## src/pkg/alarm_cond_params.svh

```systemverilog
// Reset values, legal limits and timing figures for the alarm conditioning block.
`ifndef ALARM_COND_PARAMS_SVH
`define ALARM_COND_PARAMS_SVH

// ********************************
// Reset values, legal limits and password value
// ********************************
`define VALVE_OPEN_RST   14'd9999
`define VALVE_OPEN_MAX   14'd9999
`define POT_RANGE_RST    3'd0
`define POT_RANGE_MAX    3'd5
`define FINISH_WIDTH_RST 7'd0
`define FINISH_WIDTH_MAX 7'd100
`define HB_ENABLE_RST    1'b1
`define PASSWORD_VALUE   14'h3f57

// ********************************
// Timing
// ********************************
`define CLK_PERIOD_NS    5
`define FINISH_STEP_MS   100
`define ADV_WAIT_MS      2000

`endif

```

## src/pkg/alarm_cond_pkg.sv

```systemverilog
// Types shared by the alarm conditioning block and its bench.
package alarm_cond_pkg;

  typedef enum logic [2:0] {
    LVL_OPERATION   = 3'b000,
    LVL_INITIAL     = 3'b001,
    LVL_COMMS       = 3'b010,
    LVL_ADVANCED    = 3'b011,
    LVL_CALIBRATION = 3'b100,
    LVL_PROTECT     = 3'b101
  } level_t;

  typedef enum logic [3:0] {
    SEL_OPEN_ALARM  = 4'h0,
    SEL_HB_ENABLE   = 4'h1,
    SEL_HB_HOLD     = 4'h2,
    SEL_REARM       = 4'h3,
    SEL_FINISH      = 4'h4,
    SEL_FINISH_CONT = 4'h5,
    SEL_VALVE_OPEN  = 4'h6,
    SEL_POT_RANGE   = 4'h7,
    SEL_ROOT        = 4'h8,
    SEL_UNIT        = 4'h9,
    SEL_RESTORE     = 4'ha,
    SEL_PASSWORD    = 4'hb
  } sel_t;

  typedef struct packed {
    logic [3:0]  open_in_alarm;
    logic        hb_enable;
    logic        heater_burnout_hold;
    logic        standby_rearm_select;
    logic [6:0]  run_finish_pulse_width;
    logic        finish_continuous;
    logic [13:0] valve_open_pos;
    logic [2:0]  pot_range_code;
    logic        root_extract_enable;
    logic        standby_unit_days;
  } cfg_t;

  typedef struct packed {
    cfg_t        cfg;
    logic [2:0]  sync1;
    logic [2:0]  sync2;
    logic [2:0]  prev;
    logic        hb_latched;
    logic        hb_out;
    logic [3:0]  standby;
    logic [3:0]  alarm_out;
    logic [3:0]  aux_out;
    logic [3:0]  aux_ind;
    logic        finish_on;
    logic [6:0]  finish_left;
    logic [28:0] tick;
    logic        restore_busy;
    logic        pw_ok;
    logic [28:0] adv_cnt;
    logic        adv_go;
    logic        locked_prev;
  } state_t;

endpackage : alarm_cond_pkg

```

## src/design/alarm_cond.sv

```systemverilog
// Auxiliary output polarity, heater burnout hold, alarm standby re-arm and settings store.
//
// Overview of operation
// - Aux output equals function state, inverted when open-in-alarm; close is default.
// - Aux indicator follows the function state regardless of polarity.
// - Burnout alarm enable defaults on; hold acts only while enabled.
// - Held burnout clears on zero threshold, reset, function key or event cancel.
// - Burnout output forced off in initial, comms, advanced, calibration levels.
// - Program end pulse 0.1 to 10.0 s; zero width gives no pulse.
// - Continuous end output holds until run command arrives in reset status.
// - Re-arm selector: A default, B re-arms only at power-on.
// - Condition A re-arms on any listed operating change event.
// - Re-arm applies only to alarm types 5, 6, 7, 10, 11.
// - Standby alarm outputs forced off in the four setting levels.
// - Restore command returns all settings to defaults and reads back off.
// - Password -169 with protect zero grants advanced level on key or 2 s.
// - Valve open position 0 to 9999, default 9999, written by calibration.
// - Pot range code 0 to 5, default 0, written by calibration.
// - Root extraction enable defaults off; only with analog input support.
// - Standby unit hours-minutes default or days-hours, set before standby time.
`timescale 1ns/100ps
`include "alarm_cond_params.svh"

module alarm_cond #(
  parameter int          ANALOG_INPUT = 1,
  parameter int unsigned STEP_CYCLES  = `FINISH_STEP_MS * 1000000 / `CLK_PERIOD_NS,
  parameter int unsigned ADV_CYCLES   = `ADV_WAIT_MS * 1000000 / `CLK_PERIOD_NS
) (
  input  wire logic                  clk,
  input  wire logic                  rst,
  input  wire logic [3:0]            aux_func,
  output logic [3:0]                 aux_out,
  output logic [3:0]                 aux_indicator,
  input  wire logic                  heater_break_alarm,
  input  wire logic                  hb_threshold_zero,
  input  wire logic                  function_key,
  input  wire logic                  alarm_hold_cancel,
  input  wire logic                  adv_key,
  output logic                       hb_out,
  input  wire logic [3:0]            alarm_raw,
  input  wire logic [3:0][3:0]       alarm_type,
  input  wire logic [8:0]            rearm_event,
  output logic [3:0]                 alarm_out,
  input  wire logic                  program_end,
  input  wire logic                  run_cmd,
  input  wire logic                  in_reset_status,
  output logic                       run_finish_out,
  input  wire alarm_cond_pkg::level_t level,
  input  wire logic                  protect_zero,
  output logic                       advanced_grant,
  input  wire logic                  set_wr,
  input  wire alarm_cond_pkg::sel_t  set_sel,
  input  wire logic [13:0]           set_data,
  input  wire logic                  cal_done,
  input  wire logic [13:0]           cal_open_pos,
  input  wire logic [2:0]            cal_pot_code,
  output alarm_cond_pkg::cfg_t       cfg,
  output logic                       factory_default_restore
);

  // ********************************
  // State
  // ********************************
  alarm_cond_pkg::state_t st;
  alarm_cond_pkg::state_t next_st;
  alarm_cond_pkg::cfg_t   cfg_default;

  localparam logic [28:0] STEP_LAST = 29'(STEP_CYCLES - 1);
  localparam logic [28:0] ADV_LAST  = 29'(ADV_CYCLES - 1);

  logic [2:0] press;
  logic       locked;
  logic       enter_locked;
  logic       cancel;
  logic       rearm;
  logic [3:0] standby_type;

  always_comb begin
    cfg_default                        = '0;
    cfg_default.hb_enable              = `HB_ENABLE_RST;
    cfg_default.run_finish_pulse_width = `FINISH_WIDTH_RST;
    cfg_default.valve_open_pos         = `VALVE_OPEN_RST;
    cfg_default.pot_range_code         = `POT_RANGE_RST;
  end

  // ********************************
  // Next state
  // ********************************
  always_comb begin
    next_st = st;
    next_st.sync1 = {adv_key, alarm_hold_cancel, function_key};
    next_st.sync2 = st.sync1;
    next_st.prev  = st.sync2;
    press = st.sync2 & ~st.prev;
    cancel = press[0] | press[1];

    locked = (level == alarm_cond_pkg::LVL_INITIAL) || (level == alarm_cond_pkg::LVL_COMMS) ||
             (level == alarm_cond_pkg::LVL_ADVANCED) ||
             (level == alarm_cond_pkg::LVL_CALIBRATION);
    enter_locked = locked & ~st.locked_prev;
    next_st.locked_prev = locked;

    // Polarity is applied after the function state so the indicator never inverts.
    next_st.aux_out = aux_func ^ st.cfg.open_in_alarm;
    next_st.aux_ind = aux_func;

    // Heater burnout. A new detection wins over a cancel in the same cycle;
    // level entry and a zero threshold always clear.
    if (!st.cfg.hb_enable || !st.cfg.heater_burnout_hold) begin
      next_st.hb_latched = 1'b0;
    end else if (enter_locked || hb_threshold_zero) begin
      next_st.hb_latched = 1'b0;
    end else if (heater_break_alarm) begin
      next_st.hb_latched = 1'b1;
    end else if (cancel) begin
      next_st.hb_latched = 1'b0;
    end
    next_st.hb_out = st.cfg.hb_enable && !locked && !hb_threshold_zero &&
                     (heater_break_alarm || (st.cfg.heater_burnout_hold && st.hb_latched));

    // Standby sequence: an alarm stays suppressed after re-arm until its
    // condition has been seen clear once.
    rearm = !st.cfg.standby_rearm_select && (rearm_event != 9'h000);
    for (int i = 0; i < 4; i++) begin
      standby_type[i] = (alarm_type[i] == 4'h5) || (alarm_type[i] == 4'h6) ||
                        (alarm_type[i] == 4'h7) || (alarm_type[i] == 4'ha) ||
                        (alarm_type[i] == 4'hb);
      if (!standby_type[i]) begin
        next_st.standby[i] = 1'b0;
      end else if (rearm) begin
        next_st.standby[i] = 1'b1;
      end else if (!alarm_raw[i]) begin
        next_st.standby[i] = 1'b0;
      end
      next_st.alarm_out[i] = alarm_raw[i] &&
                             !(standby_type[i] && (st.standby[i] || locked));
    end

    // Program end output.
    if (st.cfg.finish_continuous && st.finish_on) begin
      if (run_cmd && in_reset_status) begin
        next_st.finish_on = 1'b0;
      end
    end else if (st.finish_on) begin
      if (st.tick == STEP_LAST) begin
        next_st.tick = '0;
        if (st.finish_left == 7'd1) begin
          next_st.finish_on = 1'b0;
        end
        next_st.finish_left = st.finish_left - 7'd1;
      end else begin
        next_st.tick = st.tick + 29'd1;
      end
    end
    if (program_end && !st.finish_on) begin
      if (st.cfg.finish_continuous) begin
        next_st.finish_on = 1'b1;
      end else if (st.cfg.run_finish_pulse_width != 7'd0) begin
        next_st.finish_on   = 1'b1;
        next_st.finish_left = st.cfg.run_finish_pulse_width;
        next_st.tick        = '0;
      end
    end

    // Password and advanced level entry.
    next_st.adv_go = 1'b0;
    if (st.pw_ok) begin
      if (press[2] || st.adv_cnt == ADV_LAST) begin
        next_st.pw_ok  = 1'b0;
        next_st.adv_go = 1'b1;
      end else begin
        next_st.adv_cnt = st.adv_cnt + 29'd1;
      end
    end

    // Settings store. Out-of-range values are ignored so the stored set stays legal.
    next_st.restore_busy = 1'b0;
    if (cal_done) begin
      next_st.cfg.valve_open_pos = cal_open_pos <= `VALVE_OPEN_MAX ? cal_open_pos
                                   : st.cfg.valve_open_pos;
      next_st.cfg.pot_range_code = cal_pot_code <= `POT_RANGE_MAX ? cal_pot_code
                                   : st.cfg.pot_range_code;
    end
    if (set_wr) begin
      unique case (set_sel)
        alarm_cond_pkg::SEL_OPEN_ALARM:  next_st.cfg.open_in_alarm = set_data[3:0];
        alarm_cond_pkg::SEL_HB_ENABLE:   next_st.cfg.hb_enable = set_data[0];
        alarm_cond_pkg::SEL_HB_HOLD:     next_st.cfg.heater_burnout_hold = set_data[0];
        alarm_cond_pkg::SEL_REARM:       next_st.cfg.standby_rearm_select = set_data[0];
        alarm_cond_pkg::SEL_FINISH: begin
          if (set_data[6:0] <= `FINISH_WIDTH_MAX && set_data[13:7] == 7'h00) begin
            next_st.cfg.run_finish_pulse_width = set_data[6:0];
          end
        end
        alarm_cond_pkg::SEL_FINISH_CONT: next_st.cfg.finish_continuous = set_data[0];
        alarm_cond_pkg::SEL_VALVE_OPEN: begin
          if (set_data <= `VALVE_OPEN_MAX) begin
            next_st.cfg.valve_open_pos = set_data;
          end
        end
        alarm_cond_pkg::SEL_POT_RANGE: begin
          if (set_data[2:0] <= `POT_RANGE_MAX && set_data[13:3] == 11'h000) begin
            next_st.cfg.pot_range_code = set_data[2:0];
          end
        end
        alarm_cond_pkg::SEL_ROOT:
          next_st.cfg.root_extract_enable = set_data[0] && (ANALOG_INPUT != 0);
        alarm_cond_pkg::SEL_UNIT:        next_st.cfg.standby_unit_days = set_data[0];
        alarm_cond_pkg::SEL_RESTORE: begin
          if (set_data[0]) begin
            next_st.cfg          = cfg_default;
            next_st.restore_busy = 1'b1;
          end
        end
        alarm_cond_pkg::SEL_PASSWORD: begin
          if (protect_zero && level == alarm_cond_pkg::LVL_INITIAL &&
              set_data == `PASSWORD_VALUE) begin
            next_st.pw_ok   = 1'b1;
            next_st.adv_cnt = '0;
          end
        end
        default: ;
      endcase
    end
  end

  // ********************************
  // Registers
  // ********************************
  always_ff @(posedge clk) begin
    if (rst) begin
      st               <= '0;
      st.cfg           <= cfg_default;
      st.standby       <= 4'hf;
      st.locked_prev   <= 1'b0;
    end else begin
      st <= next_st;
    end
  end

  assign aux_out                 = st.aux_out;
  assign aux_indicator           = st.aux_ind;
  assign hb_out                  = st.hb_out;
  assign alarm_out               = st.alarm_out;
  assign run_finish_out          = st.finish_on;
  assign advanced_grant          = st.adv_go;
  assign cfg                     = st.cfg;
  assign factory_default_restore = st.restore_busy;

  // ********************************
  // Checks
  // ********************************
  property p_aux_polarity;
    @(posedge clk) disable iff (rst)
      ##1 aux_out == ($past(aux_func) ^ $past(st.cfg.open_in_alarm));
  endproperty
  a_aux_polarity: assert property (p_aux_polarity) else $error("aux polarity wrong");

  property p_indicator;
    @(posedge clk) disable iff (rst)
      ##1 aux_indicator == $past(aux_func);
  endproperty
  a_indicator: assert property (p_indicator) else $error("indicator wrong");

  property p_hb_disabled;
    @(posedge clk) disable iff (rst)
      !st.cfg.hb_enable |=> !hb_out;
  endproperty
  a_hb_disabled: assert property (p_hb_disabled) else $error("burnout while disabled");

  property p_hb_hold;
    @(posedge clk) disable iff (rst)
      (st.hb_latched && st.cfg.hb_enable && st.cfg.heater_burnout_hold && !cancel &&
       !hb_threshold_zero && !locked) |=> st.hb_latched;
  endproperty
  a_hb_hold: assert property (p_hb_hold) else $error("burnout hold lost");

  property p_locked_off;
    @(posedge clk) disable iff (rst)
      locked [*2] |-> !hb_out && ((alarm_out & standby_type) == 4'h0);
  endproperty
  a_locked_off: assert property (p_locked_off) else $error("output on in setting level");

  property p_no_pulse;
    @(posedge clk) disable iff (rst)
      (program_end && !st.finish_on && !st.cfg.finish_continuous &&
       st.cfg.run_finish_pulse_width == 7'd0) |=> !run_finish_out;
  endproperty
  a_no_pulse: assert property (p_no_pulse) else $error("pulse at zero width");

  property p_continuous;
    @(posedge clk) disable iff (rst)
      (st.finish_on && st.cfg.finish_continuous && !(run_cmd && in_reset_status))
        |=> run_finish_out;
  endproperty
  a_continuous: assert property (p_continuous) else $error("continuous output dropped");

  property p_restore;
    @(posedge clk) disable iff (rst)
      factory_default_restore |-> cfg == cfg_default ##1 !factory_default_restore;
  endproperty
  a_restore: assert property (p_restore) else $error("restore wrong");

  property p_ranges;
    @(posedge clk) disable iff (rst)
      cfg.pot_range_code <= `POT_RANGE_MAX && cfg.valve_open_pos <= `VALVE_OPEN_MAX;
  endproperty
  a_ranges: assert property (p_ranges) else $error("stored value out of range");

  property p_grant;
    @(posedge clk) disable iff (rst)
      advanced_grant |-> $past(st.pw_ok) && !st.pw_ok;
  endproperty
  a_grant: assert property (p_grant) else $error("grant without password");

  property p_finish_start;
    @(posedge clk) disable iff (rst)
      (program_end && !st.finish_on && !st.cfg.finish_continuous &&
       st.cfg.run_finish_pulse_width != 7'd0) |=> run_finish_out;
  endproperty
  a_finish_start: assert property (p_finish_start) else $error("end pulse missing");

  property p_cancel_clears;
    @(posedge clk) disable iff (rst)
      (st.hb_latched && cancel && !heater_break_alarm) |=> !st.hb_latched;
  endproperty
  a_cancel_clears: assert property (p_cancel_clears) else $error("cancel ignored");

  property p_rearm_a;
    @(posedge clk) disable iff (rst)
      (!st.cfg.standby_rearm_select && rearm_event != 9'h000)
        |=> st.standby == $past(standby_type);
  endproperty
  a_rearm_a: assert property (p_rearm_a) else $error("re-arm wrong");

  property p_rearm_b;
    @(posedge clk) disable iff (rst)
      (st.cfg.standby_rearm_select && st.standby == 4'h0) |=> st.standby == 4'h0;
  endproperty
  a_rearm_b: assert property (p_rearm_b) else $error("re-arm under condition B");

  c_hb_latch:  cover property (@(posedge clk) disable iff (rst) st.hb_latched ##1 cancel);
  c_finish:    cover property (@(posedge clk) disable iff (rst) $fell(run_finish_out));
  c_standby:   cover property (@(posedge clk) disable iff (rst) $fell(st.standby[0]));
  c_grant:     cover property (@(posedge clk) disable iff (rst) advanced_grant);
  c_restore:   cover property (@(posedge clk) disable iff (rst) factory_default_restore);

endmodule : alarm_cond

```

## config.mk

```make
export PLATFORM = sky130hd
export DESIGN_NAME = alarm_cond
export DESIGN_NICKNAME = d
export VERILOG_FILES = /design/src/pkg/alarm_cond_pkg.sv /design/src/design/alarm_cond.sv
export VERILOG_INCLUDE_DIRS = /design/src /design/src/pkg
export SDC_FILE = /design/constraint.sdc
export NUM_CORES = 1
export LEC_CHECK = 0
export ABC_AREA = 1
export BUFFER_PORTS_ARGS = -buffer_cell sky130_fd_sc_hd__buf_2
export CAP_MARGIN = 40
export CORE_MARGIN = 4
export CORE_UTILIZATION = 51
export CTS_CLUSTER_SIZE = 16
export DETAILED_ROUTE_END_ITERATION = 16
export PLACE_DENSITY = 0.77
export SLEW_MARGIN = 15
export SYNTH_ARGS = -nofsm -noshare
export SYNTH_HDL_FRONTEND = slang
export SYNTH_SLANG_ARGS = --single-unit
```

## constraint.sdc

```tcl
create_clock -name clk -period 1.6 [get_ports clk]
set_input_delay 0.08 -clock clk [delete_from_list [all_inputs] [get_ports clk]]
set_output_delay 0.08 -clock clk [all_outputs]
set_load 0.01 [all_outputs]
```

Word-level counts from Yosys, hierarchy flattened
Index checks and enable logic that the tools add are counted.
{"block": "word_totals", "wordCells": 225, "regBits": 131, "input_bits": 84, "out_inout_bits": 50}
{"block": "op_classes", "n_reduce_logical": 82, "bitwise_logic": 9, "magnitude_cmp": 5, "muxes": 51, "add_sub_neg": 3, "n_eq_ne": 45}
{"cell": "37-bit two-way mux", "n": 3}
{"cell": "30-bit two-way mux", "n": 3}
{"cell": "36-bit two-way mux", "n": 2}
{"cell": "4-bit by 3-bit == test with 1-bit output, second input constant", "n": 16}
{"cell": "29-bit by 1-bit adder with 29-bit output, second input constant", "n": 2}
{"cell": "29-bit two-way mux", "n": 2}
{"cell": "4-bit == test, second input constant", "n": 12}
{"cell": "34-bit two-way mux", "n": 1}
{"cell": "31-bit two-way mux", "n": 1}
{"cell": "29-bit by 25-bit == test with 1-bit output, second input constant", "n": 1}
{"cell": "29-bit == test, second input constant", "n": 1}
{"cell": "14-bit <= comparator, second input constant", "n": 2}
{"cell": "14-bit two-way mux", "n": 2}
{"cell": "14-bit one-hot mux with 2 select lines", "n": 1}
{"cell": "1-bit logical OR", "n": 27}
{"cell": "1-bit two-way mux", "n": 21}
{"cell": "3-bit AND reduction", "n": 7}
{"cell": "1-bit logical AND", "n": 20}
{"cell": "19-bit two-way mux", "n": 1}
{"cell": "2-bit nonzero test", "n": 9}
{"cell": "17-bit two-way mux", "n": 1}
{"cell": "14-bit == test, second input constant", "n": 1}
{"cell": "7-bit one-hot mux with 2 select lines", "n": 1}
{"cell": "3-bit inequality test, second input constant", "n": 4}
{"cell": "31 further kinds", "n": 54}

Longest topological paths before layout
Gate-level depths: netlist (run 1).
{"block": "depth", "depth_word": 8, "mapped_depth": 13, "ltp_nobuf": 12}

Worst setup path after synthesis (run 1)
OpenSTA, ideal clock, no wires.
{"block": "synth_path", "path_type": "reg2reg", "from": "register st[33] (netlist bit)", "to": "register st[45] (netlist bit)", "path_slack_ns": -0.009, "n_path_buf": 1, "period_less_slack_ns": 1.609, "arrival_ns": 1.486, "t_required_ns": 1.477, "setup_ns": 0.123, "stages_incl_launch_ff": 12, "path_cell_list": "dfxtp_1 ha_1 nand2_1 inv_1 nand2_1 nor2_4 nand2_2 nor2_4 nand2_2 nand2_4 buf_6 nor3_2"}
{"block": "synth_via", "elab_chain_len": 7, "elab_cells_between_ends": 8, "cone_classes": "add/sub: 1; eq/ne: 1; mux: 6"}
{"item": "from (decl)", "line": "alarm_cond.sv:64", "text": "alarm_cond_pkg::state_t st;"}
{"item": "from (signal assigned)", "line": "alarm_cond.sv:237", "text": "st <= next_st;"}
{"item": "29-bit by 1-bit adder with 29-bit output / 29-bit by 25-bit == test with 1-bit output (equally long branches)", "line": "alarm_cond.sv:152, alarm_cond.sv:145"}
{"item": "29-bit two-way mux (*)", "line": "alarm_cond.sv:145", "text": "if (st.tick == STEP_LAST) begin"}
{"item": "37-bit two-way mux (*)", "line": "alarm_cond.sv:144", "text": "end else if (st.finish_on) begin"}
{"item": "36-bit two-way mux (*)", "line": "alarm_cond.sv:140", "text": "if (st.cfg.finish_continuous && st.finish_on) begin"}
{"item": "37-bit two-way mux", "line": "alarm_cond.sv:158", "text": "end else if (st.cfg.run_finish_pulse_width != 7'd0) begin"}
{"item": "36-bit two-way mux", "line": "alarm_cond.sv:156", "text": "if (st.cfg.finish_continuous) begin"}
{"item": "37-bit two-way mux (*)", "line": "alarm_cond.sv:155", "text": "if (program_end && !st.finish_on) begin"}
Every way passes the cells marked *; elsewhere a longest branch is shown, timed or not.
A chain may end at the register's enable or synchronous reset.

Worst setup path after layout (run 1)
{"block": "layout_path", "from": "register st[38] (netlist bit)", "to": "register st[64] (netlist bit)"}
{"block": "layout_via", "elab_chain_len": 7}
{"item": "29-bit by 25-bit == test with 1-bit output (*)", "line": "alarm_cond.sv:145"}
{"item": "8-bit two-way mux (*)", "line": "alarm_cond.sv:145"}
{"item": "37-bit two-way mux (*)", "line": "alarm_cond.sv:144"}
{"item": "36-bit two-way mux (*)", "line": "alarm_cond.sv:140"}
{"item": "37-bit two-way mux", "line": "alarm_cond.sv:158"}
{"item": "36-bit two-way mux", "line": "alarm_cond.sv:156"}
{"item": "37-bit two-way mux (*)", "line": "alarm_cond.sv:155"}
Marked as above.

==> results of run 1 <==
==> power groups by stage <==
| stage | clock network (mW) | registers [mW] | logic, mW |
|---|---|---|---|
| final | 3.94 | 3.40 | 0.971 |
| after global routing | 4.11 | 3.41 | 1.06 |
| after detailed placement | 0 | 3.47 | 0.811 |
| after CTS | 3.95 | 3.40 | 0.894 |
| after global placement | 0 | 3.47 | 0.792 |
| after floorplan | 0 | 3.46 | 0.516 |
==> logic make-up after synthesis <==
family,count (synthesis)
AO/OA/AOI/OAI,138
buffers and inverters,216
adder cells (fa/ha/maj),4
flip-flops,131
multiplexers,1
AND/OR/NAND/NOR,649
XOR/XNOR,17
==> synthesized netlist by cell type (all sizes together), types with 7 or more instances <==
library cell and instances:
nand2 303, nor2 203, inv 150, dfxtp 131, nand3 73, a21oi 65
buf 57, o21ai 48, nor3 33, nand4 21, xor2 10, o211ai 9
clkbuf 8, or2 7, xnor2 7
==> worst max-delay path: stages (launching register included) <==
cell     delay (ns)
dfxtp_2        0.39
nand2_1        0.12
inv_1          0.12
nand2_2        0.09
nor2_4         0.15
nand2_4        0.09
nor3_4         0.30
nand3_2        0.15
nand3_2        0.13
o21ai_2        0.07
==> worst paths after layout <==
path                         from           to  slack [ns]  cells past startpoint
hold / removal    cal_open_pos[5]      cfg[10]        0.02                      5
setup / recovery           st[38]       st[64]       -0.12                      9
setup reg to reg           st[38]       st[64]       -0.12                      9
hold reg to reg       next_st[91]  next_st[88]        0.40                      2
==> area by class of cell <==
class	instances	area share
well taps	184	0.0222
inverters	151	0.0558
repair buffers	276	0.185
flip-flops and latches	131	0.256
multi-input cells	809	0.424
repair inverters	1	0.000725
clock buffers	17	0.0411
clock inverters	15	0.0155
==> flip-flops by register name (all words and copies together) (netlist names) <==
| name | count |
|---|---|
| aux_out | 4 |
| aux_indicator | 4 |
| advanced_grant | 1 |
| alarm_out | 4 |
| run_finish_out | 1 |
| factory_default_restore | 1 |
| st | 75 |
| next_st | 6 |
| cfg | 34 |
| hb_out | 1 |
==> routing by layer <==
layer  vias up  global-route usage  wire (um)
met5         -                   0          0
met4         0               0.113        951
met3        85              0.0618       1570
met2       360               0.456      11900
met1      3830               0.290       9020
li1       4086                   -          -
==> repair_timing <==
action                                  CTS  global route
cloned                                    0             1
endpoints found under the hold margin    37             0
buffers inserted                          5            14
resized for setup                        33           131
hold buffers                             36             0
pin swaps                                12            42
endpoints found under the setup margin   47            85
==> results.py, run 1 <==
metrics = {
    "outcome": {
        "status": "finished with violations",
        "violations": "negative setup slack",
    },
    "grt": {
        "grt_pass1_vias": 7568,
        "antenna_found_initial": 0,
        "grt_pass1_wl_um": 34500,
        "grt_overflow": 0,
        "grt_usage": 0.256,
        "grt_max_degree": 36,
    },
    "layout": {
        "multi_input_area_um2": 4390,
        "final_common_cell": "nand2_1",
        "area_growth_syn_to_layout_pct": 37.1,
        "finalInstanceArea_um2": 10400,
        "drive_gt1_frac": 0.320,
        "seq_area_um2": 2650,
        "diodes": 0,
        "utilization": 0.713,
        "fin_nets": 1475,
        "mostFrequentLayoutCells": "nand2_1 (273), nor2_1 (155), inv_1 (136)",
        "fillerInstances": 1098,
        "fin_cells": 1584,
    },
    "synthesis": {
        "yosysTopAreaCell": "dfxtp_1",
        "synth_xor_area_frac": 0.0197,
        "ys_seq_elements": 131,
        "seq_area_frac_synth": 0.347,
        "synth_top_family_by_area": "simple AND/OR/NAND/NOR gates",
        "syn_inst": 1156,
        "syn_area_per_cell_um2": 6.54,
        "synth_top_cell_area_share": 0.347,
        "yosysUniqueCellTypes": 48,
        "synth_warnings": 0,
        "synth_compound_area_frac": 0.104,
        "synth_area_leaders": "dfxtp_1 (35%), nand2_1 (14%), nor2_1 (9.3%), inv_1 (7.1%), nand3_1 (4.7%)",
        "synth_edf_count": 0,
        "synth_area_um2": 7550,
        "synthMuxAreaShare": 0.00149,
        "synthAdderAreaFrac": 0.00662,
        "synth-async-reset-ratio": 0,
        "synth_nets": 1244,
        "synth_ff_type": "dfxtp_1",
        "synth-simple-area-share": 0.386,
    },
    "worst_setup_path": {
        "crit_path_start_kind": "flop",
        "end_kind": "flop",
        "required_ns": 1.92,
        "cp_max_fo": 5,
        "crit_type": "reg -> reg",
        "critPathArrivalTime_ns": 2.04,
    },
    "place": {
        "numPortBuffers": 133,
        "gp_congestion": 0.919,
        "placed_cells": 1499,
        "place_area_um2": 8730,
        "post-place-ws_ns": -0.194,
        "place_hpwl_um": 15400,
    },
    "clocking": {
        "clkTransAtPathRegs_ns": 0.06,
        "cts_buffers": 17,
        "cts_max_path_buffers": 2,
        "clk_latency_ns": 0.43,
        "root_buffer": "clkbuf_16",
        "cts_tree": "done",
        "htree_num_levels": 4,
        "cts_num_sinks": 131,
    },
    "drt": {
        "drtPass1Iterations": 5,
        "vias_per_cell": 5.28,
        "vias": 8361,
        "drc": 0,
        "drtIter0Drc": 613,
        "ant_nets": 0,
        "drt_wl_total_um": 23400,
        "wl_per_cell_um": 14.8,
    },
    "floorplan": {
        "die_height_um": 130,
        "core_area_um2": 14500,
        "pin_count": 134,
        "die_x_um": 130,
        "design.die.area_um2": 16800,
        "placementRows": 44,
        "initial_core_util": 0.520,
    },
    "timing": {
        "setup_slack_ns": -0.115,
        "fin_crit_ns": 1.72,
        "fmax_mhz": 583,
        "finalClockSkew_ns": 0.00907,
        "worst_pin_slew_ns": 0.540,
        "hold-worst-slack_ns": 0.0185,
        "final_max_slew_viol_count": 0,
        "fin_crit_sh": 1.07,
        "setup_violations": 13,
        "rsz0062_at_grt": "true",
        "tns_ns": -0.511,
        "slew_headroom": 0.637,
        "hold_viol": 0,
    },
    "power": {
        "p_sw_mw": 2.33,
        "ir_worst_vdd_mv": 0.792,
        "sequentialPowerShare": 0.410,
        "p_int_mw": 5.98,
        "leakagePower_nw": 4.74,
        "power_frac_clock": 0.474,
        "combPwrFrac": 0.117,
        "total_power_mw": 8.31,
        "p_sw_frac": 0.281,
        "power_density_nw_per_um2": 802,
    },
    "min_path": {
        "hp-class": "in -> reg",
    },
    "run": {
        "maxCapViolations": 0,
    },
}
No activity file was read; power rests on OpenSTA's default activity.
==> run 2: changes to the inputs <==
--- a/config.mk
+++ b/config.mk
@@ -9,6 +9,7 @@
 export ABC_AREA = 1
 export BUFFER_PORTS_ARGS = -buffer_cell sky130_fd_sc_hd__buf_2
 export CAP_MARGIN = 40
+export CORE_ASPECT_RATIO = 0.6
 export CORE_MARGIN = 4
 export CORE_UTILIZATION = 51
 export CTS_CLUSTER_SIZE = 16
==> results.py, run 2 (synthesis results as in run 1) <==
metrics = {
    "layout": {
        "diodes": 0,
        "utilization": 0.727,
        "fillerInstances": 1092,
        "mostFrequentLayoutCells": "nand2_1 (269), nor2_1 (155), inv_1 (139)",
        "seq_area_um2": 2660,
        "fin_nets": 1487,
        "multi_input_area_um2": 4480,
        "regMostFlops": "st",
        "finalInstanceArea_um2": 10500,
        "largest_reg_flops": 75,
        "drive_gt1_frac": 0.336,
        "final_common_cell": "nand2_1",
        "area_growth_syn_to_layout_pct": 39.6,
    },
    "worst_setup_path": {
        "critPathArrivalTime_ns": 2.05,
        "ff2ff_path_depth": 9,
        "worst-r2r-setup-slack_ns": -0.12,
        "cp_max_fo": 5,
        "crit_path_end": "st[2]",
        "end_kind": "flop",
        "crit_start": "st[3]",
        "worstReg2RegEnd": "st[2]",
        "crit_type": "reg -> reg",
        "crit_path_start_kind": "flop",
        "worstReg2RegStart": "st[3]",
        "required_ns": 1.93,
    },
    "drt": {
        "drtIter0Drc": 834,
        "vias_per_cell": 5.31,
        "drtPass1Iterations": 6,
        "wl_per_cell_um": 15.4,
        "drc": 0,
        "drt_wl_total_um": 24800,
        "vias": 8543,
        "ant_nets": 0,
    },
    "grt": {
        "grt_pass1_wl_um": 36600,
        "antenna_found_initial": 0,
        "grt_overflow": 0,
        "grt_pass1_vias": 7500,
        "grt_max_degree": 28,
        "grt_usage": 0.270,
    },
    "place": {
        "place_area_um2": 8740,
        "numPortBuffers": 133,
        "gp_congestion": 0.956,
        "place_hpwl_um": 16400,
    },
    "clocking": {
        "cts_tree": "done",
        "cts_buffers": 17,
        "htree_num_levels": 4,
        "root_buffer": "clkbuf_16",
        "clk_latency_ns": 0.42,
        "cts_max_path_buffers": 2,
        "cts_num_sinks": 131,
        "clkTransAtPathRegs_ns": 0.06,
    },
    "power": {
        "sequentialPowerShare": 0.418,
        "leakagePower_nw": 4.82,
        "power_frac_clock": 0.462,
        "p_int_mw": 5.82,
        "p_sw_mw": 2.30,
        "power_density_nw_per_um2": 770,
        "combPwrFrac": 0.119,
        "total_power_mw": 8.12,
        "p_sw_frac": 0.283,
        "ir_worst_vdd_mv": 0.706,
    },
    "timing": {
        "worst_pin_slew_ns": 0.429,
        "fmax_mhz": 581,
        "setup_violations": 20,
        "slew_headroom": 0.711,
        "hold_viol": 0,
        "setup_slack_ns": -0.122,
        "final_max_slew_viol_count": 0,
        "tns_ns": -0.843,
        "fin_crit_ns": 1.72,
        "fin_crit_sh": 1.08,
        "rsz0062_at_grt": "true",
        "finalClockSkew_ns": 0.0119,
    },
    "floorplan": {
        "initial_core_util": 0.521,
        "placementRows": 34,
        "pin_count": 134,
        "die_height_um": 102,
        "core_area_um2": 14500,
        "die_x_um": 165,
        "design.die.area_um2": 16900,
    },
    "outcome": {
        "violations": "negative setup slack",
        "status": "finished with violations",
    },
    "min_path": {
        "hp-class": "in -> reg",
        "hold_start": "cal_open_pos[0]",
    },
    "run": {
        "maxCapViolations": 0,
    },
}
==> run 2: cell count changes in the layout (fill, tap and decap cells not counted), sizes merged <==
cell          change
clkinv            +2
inv               -3
buf              +14
clkinvlp          +1
bufinv            -1
clkbuf            +1
dlygate4sd3       -5
nand2             +1
dlymetal6s4s      +2
==> run 2: how the worst min path moves through the flow <==
stage | end | slack (ns) | depth (start not counted)
floorplan | cfg[18] | 0.18 | 2
global placement | next_st[92] | 0.31 | 3
detailed placement | next_st[93] | 0.29 | 3
CTS | cfg[5] | 0.009 | 5
global route | cfg[5] | 0.03 | 5
finish | cfg[5] | 0.02 | 5
==> run 2: layout make-up <==
type,count,area share
Clock buffer,18,0.0416
Inverter,151,0.0550
Timing Repair Buffer,287,0.191
Multi-Input combinational cell,810,0.425
Sequential cell,131,0.252
Timing Repair inverter,1,0.000712
Clock inverter,14,0.0114
Tap cell,198,0.0235
==> run 2: timing repair <==
item,4_1_cts,5_1_grt
resized for setup,40,153
endpoints found under the hold margin,39,0
pin swaps,13,43
gates cloned,0,2
hold buffers,33,0
setup buffers,5,24
endpoints found under the setup margin,55,79
==> run 2: worst max-delay path: stages, from the launching register on <==
cell	delay (ns)
dfxtp_2	0.34
ha_4	0.17
nand3_4	0.11
nor2_8	0.06
buf_6	0.12
nand4_4	0.11
nand2_4	0.08
buf_4	0.15
or2_2	0.29
a21oi_1	0.18
==> run 2: power groups by stage <==
stage | clock network [mW] | registers [mW] | logic, mW
2_1_floorplan | 0 | 3.46 | 0.516
3_3_place_gp | 0 | 3.47 | 0.795
3_5_place_dp | 0 | 3.47 | 0.806
4_1_cts | 3.74 | 3.40 | 0.882
5_1_grt | 3.90 | 3.41 | 1.06
6_report | 3.75 | 3.40 | 0.969
==> run 2: layer usage <==
metal	GRT usage	wire [um]
met3	0.0560	2330
met2	0.419	11100
met4	0.0684	567
met5	0	0
met1	0.385	10800
==> run 2: metrics by stage <==
stage,hold WS [ns],std cells,setup slack [ns]
final,0.0203,1610,-0.122
after global routing,0.0316,1610,-0.185
after CTS,0.00884,1586,-0.0274
after detailed placement,0.293,1516,-0.226
after global placement,0.305,1516,-0.166
after floorplan,0.183,1156,0.000189
==> run 3: changes to the inputs <==
--- a/config.mk
+++ b/config.mk
@@ -11,10 +11,10 @@
 export CAP_MARGIN = 40
 export CORE_ASPECT_RATIO = 0.6
 export CORE_MARGIN = 4
-export CORE_UTILIZATION = 51
+export CORE_UTILIZATION = 55
 export CTS_CLUSTER_SIZE = 16
 export DETAILED_ROUTE_END_ITERATION = 16
-export PLACE_DENSITY = 0.77
+export PLACE_DENSITY = 0.79
 export SLEW_MARGIN = 15
 export SYNTH_ARGS = -nofsm -noshare
 export SYNTH_HDL_FRONTEND = slang
==> constraint.sdc (replaced) <==
create_clock -name clk -period 1.7 [get_ports clk]
set_input_delay 0.085 -clock clk [delete_from_list [all_inputs] [get_ports clk]]
set_output_delay 0.085 -clock clk [all_outputs]
set_load 0.01 [all_outputs]
==> results.py, run 3 (synthesis results as in run 1) <==
metrics = {
    "drt": {
        "top_layer": "met5",
        "drtIter0Drc": 768,
        "ant_nets": 0,
        "vias_per_cell": 5.26,
        "drt_wl_total_um": 22200,
        "dr_wl_met2_um": 9470,
        "vias": 8081,
        "drtPass1Iterations": 5,
        "drt-met1-wl_um": 10100,
        "wl_met3_um": 2130,
        "drc": 0,
        "wl_per_cell_um": 14.4,
    },
    "layout": {
        "area_growth_syn_to_layout_pct": 29.2,
        "drive_gt1_frac": 0.265,
        "utilization": 0.743,
        "fin_nets": 1441,
        "regMostFlops": "st",
        "largest_reg_flops": 75,
        "final_common_cell": "nand2_1",
        "mostFrequentLayoutCells": "nand2_1 (282), nor2_1 (172), inv_1 (142)",
        "diodes": 0,
        "fillerInstances": 992,
    },
    "run": {
        "maxCapViolations": 0,
    },
    "place": {
        "place_hpwl_um": 15300,
        "gp_congestion": 0.942,
        "numPortBuffers": 133,
    },
    "worst_setup_path": {
        "worst-r2r-setup-slack_ns": -0.05,
        "crit_path_start_kind": "flop",
        "crit_path_max_incr_delay_ns": 0.36,
        "worstReg2RegStart": "st[33]",
        "crit_chain": "buf_4 -> inv_1 -> nor2_1 -> nand3_1 -> nor3_4 -> nand3_1 -> buf_4 -> nor2_1 -> nor2_1",
        "critPathMostFrequentCell": "nor2_1",
        "crit_type": "reg -> reg",
        "worstReg2RegEnd": "st[54]",
        "end_kind": "flop",
        "crit_slowest_cell": "dfxtp_2",
        "required_ns": 2.03,
        "ff2ff_path_depth": 9,
        "critPathArrivalTime_ns": 2.08,
        "cp_max_fo": 3,
    },
    "timing": {
        "worst_pin_slew_ns": 0.652,
        "setup_violations": 3,
        "setup_slack_ns": -0.0523,
        "hold_viol": 1,
        "rsz0062_at_grt": "true",
        "final_max_slew_viol_count": 0,
        "fin_crit_sh": 1.03,
        "fin_crit_ns": 1.75,
        "hold-worst-slack_ns": -0.00210,
        "finalClockSkew_ns": 0.0107,
        "slew_headroom": 0.562,
        "tns_ns": -0.0887,
        "fmax_mhz": 571,
    },
    "floorplan": {
        "pin_count": 134,
        "design.die.area_um2": 15700,
        "initial_core_util": 0.575,
        "die_x_um": 159,
        "core_area_um2": 13100,
        "placementRows": 32,
        "die_height_um": 98.8,
    },
    "clocking": {
        "clkTransAtPathRegs_ns": 0.06,
        "htree_num_levels": 4,
        "cts_num_sinks": 131,
        "root_buffer": "clkbuf_16",
        "cts_buffers": 17,
        "cts_max_path_buffers": 2,
        "cts_tree": "done",
        "clk_latency_ns": 0.43,
    },
    "power": {
        "ir_worst_vdd_mv": 0.607,
        "leakagePower_nw": 4.48,
        "total_power_mw": 7.64,
        "power_density_nw_per_um2": 783,
    },
    "grt": {
        "grt_max_degree": 41,
        "grt_pass1_wl_um": 34900,
        "grt_pass1_vias": 7188,
        "antenna_found_initial": 0,
        "grt_usage": 0.268,
        "grt_overflow": 0,
    },
    "min_path": {
        "hold_start": "cal_open_pos[3]",
        "min_path_cells": 3,
        "min_to": "cfg[8]",
        "hp-class": "in -> reg",
    },
    "outcome": {
        "violations": "negative hold slack, negative setup slack",
        "status": "finished with violations",
    },
}
## run 3: cell types whose count changed in the layout (fill, tap and decap cells not counted), moves of 9 or more
cell / delta
buf_4: -39
nor2_1: +17
nand3_1: +15
nand2_1: +13
nand2_2: -13
nand3_2: -12
buf_6: -10
nor2_4: -10
dfxtp_1: +9
## run 3: how the worst max path moves through the flow
stage,start,endpoint,depth (start not counted)
6_report,st[33],st[54],9
3_5_place_dp,st[2],st[16],9
3_3_place_gp,st[2],st[26],9
5_1_grt,st[33],st[54],9
2_1_floorplan,st[33],st[45],11
4_1_cts,st[33],st[52],11
## run 3: report_power, final
part	internal, mW	switching, mW	total [mW]
clock	2.07	1.51	3.58
sequential	3.15	0.0477	3.20
combinational	0.358	0.502	0.860
total	5.58	2.06	7.64
## run 3: through the flow
| stage | cell area, um2 | cells | setup slack, ns |
|---|---|---|---|
| after floorplan | 7550 | 1156 | 0.0910 |
| after detailed placement | 8410 | 1450 | -0.183 |
| after CTS | 9400 | 1517 | 0.00271 |
| final | 9760 | 1535 | -0.0523 |
| after global placement | 8410 | 1450 | -0.0818 |
| after global routing | 9760 | 1535 | -0.0707 |
## run 3: timing repair
item                                    4_1_cts  5_1_grt
setup buffers                                 4       17
endpoints found under the setup margin       34       60
cloned                                        1        1
gates resized for setup                      15       66
pin swaps                                    10       25
hold endpoints to repair                     39        0
hold buffers                                 31        0
## run 3: metal layers
metal / global-route usage / vias up
li1: - / 4017
met3: 0.0723 / 40
met2: 0.394 / 429
met5: 0 / -
met4: 0.0847 / 2
met1: 0.383 / 3593
## run 3: final cells by class
type | instances | area (um2) | area share
tap | 170 | 213 | 0.0218
timing repair buffer | 241 | 1580 | 0.162
multi-input combinational | 811 | 4190 | 0.429
inverter | 151 | 574 | 0.0588
sequential | 131 | 2640 | 0.271
clock buffer | 18 | 439 | 0.0450
clock inverter | 13 | 125 | 0.0128
## run 3: critical path: cells and delay by family (launching register included)
family,cells,cell delay (ns)
simple gates,6,0.93
buf+inv,3,0.37
flops,1,0.36
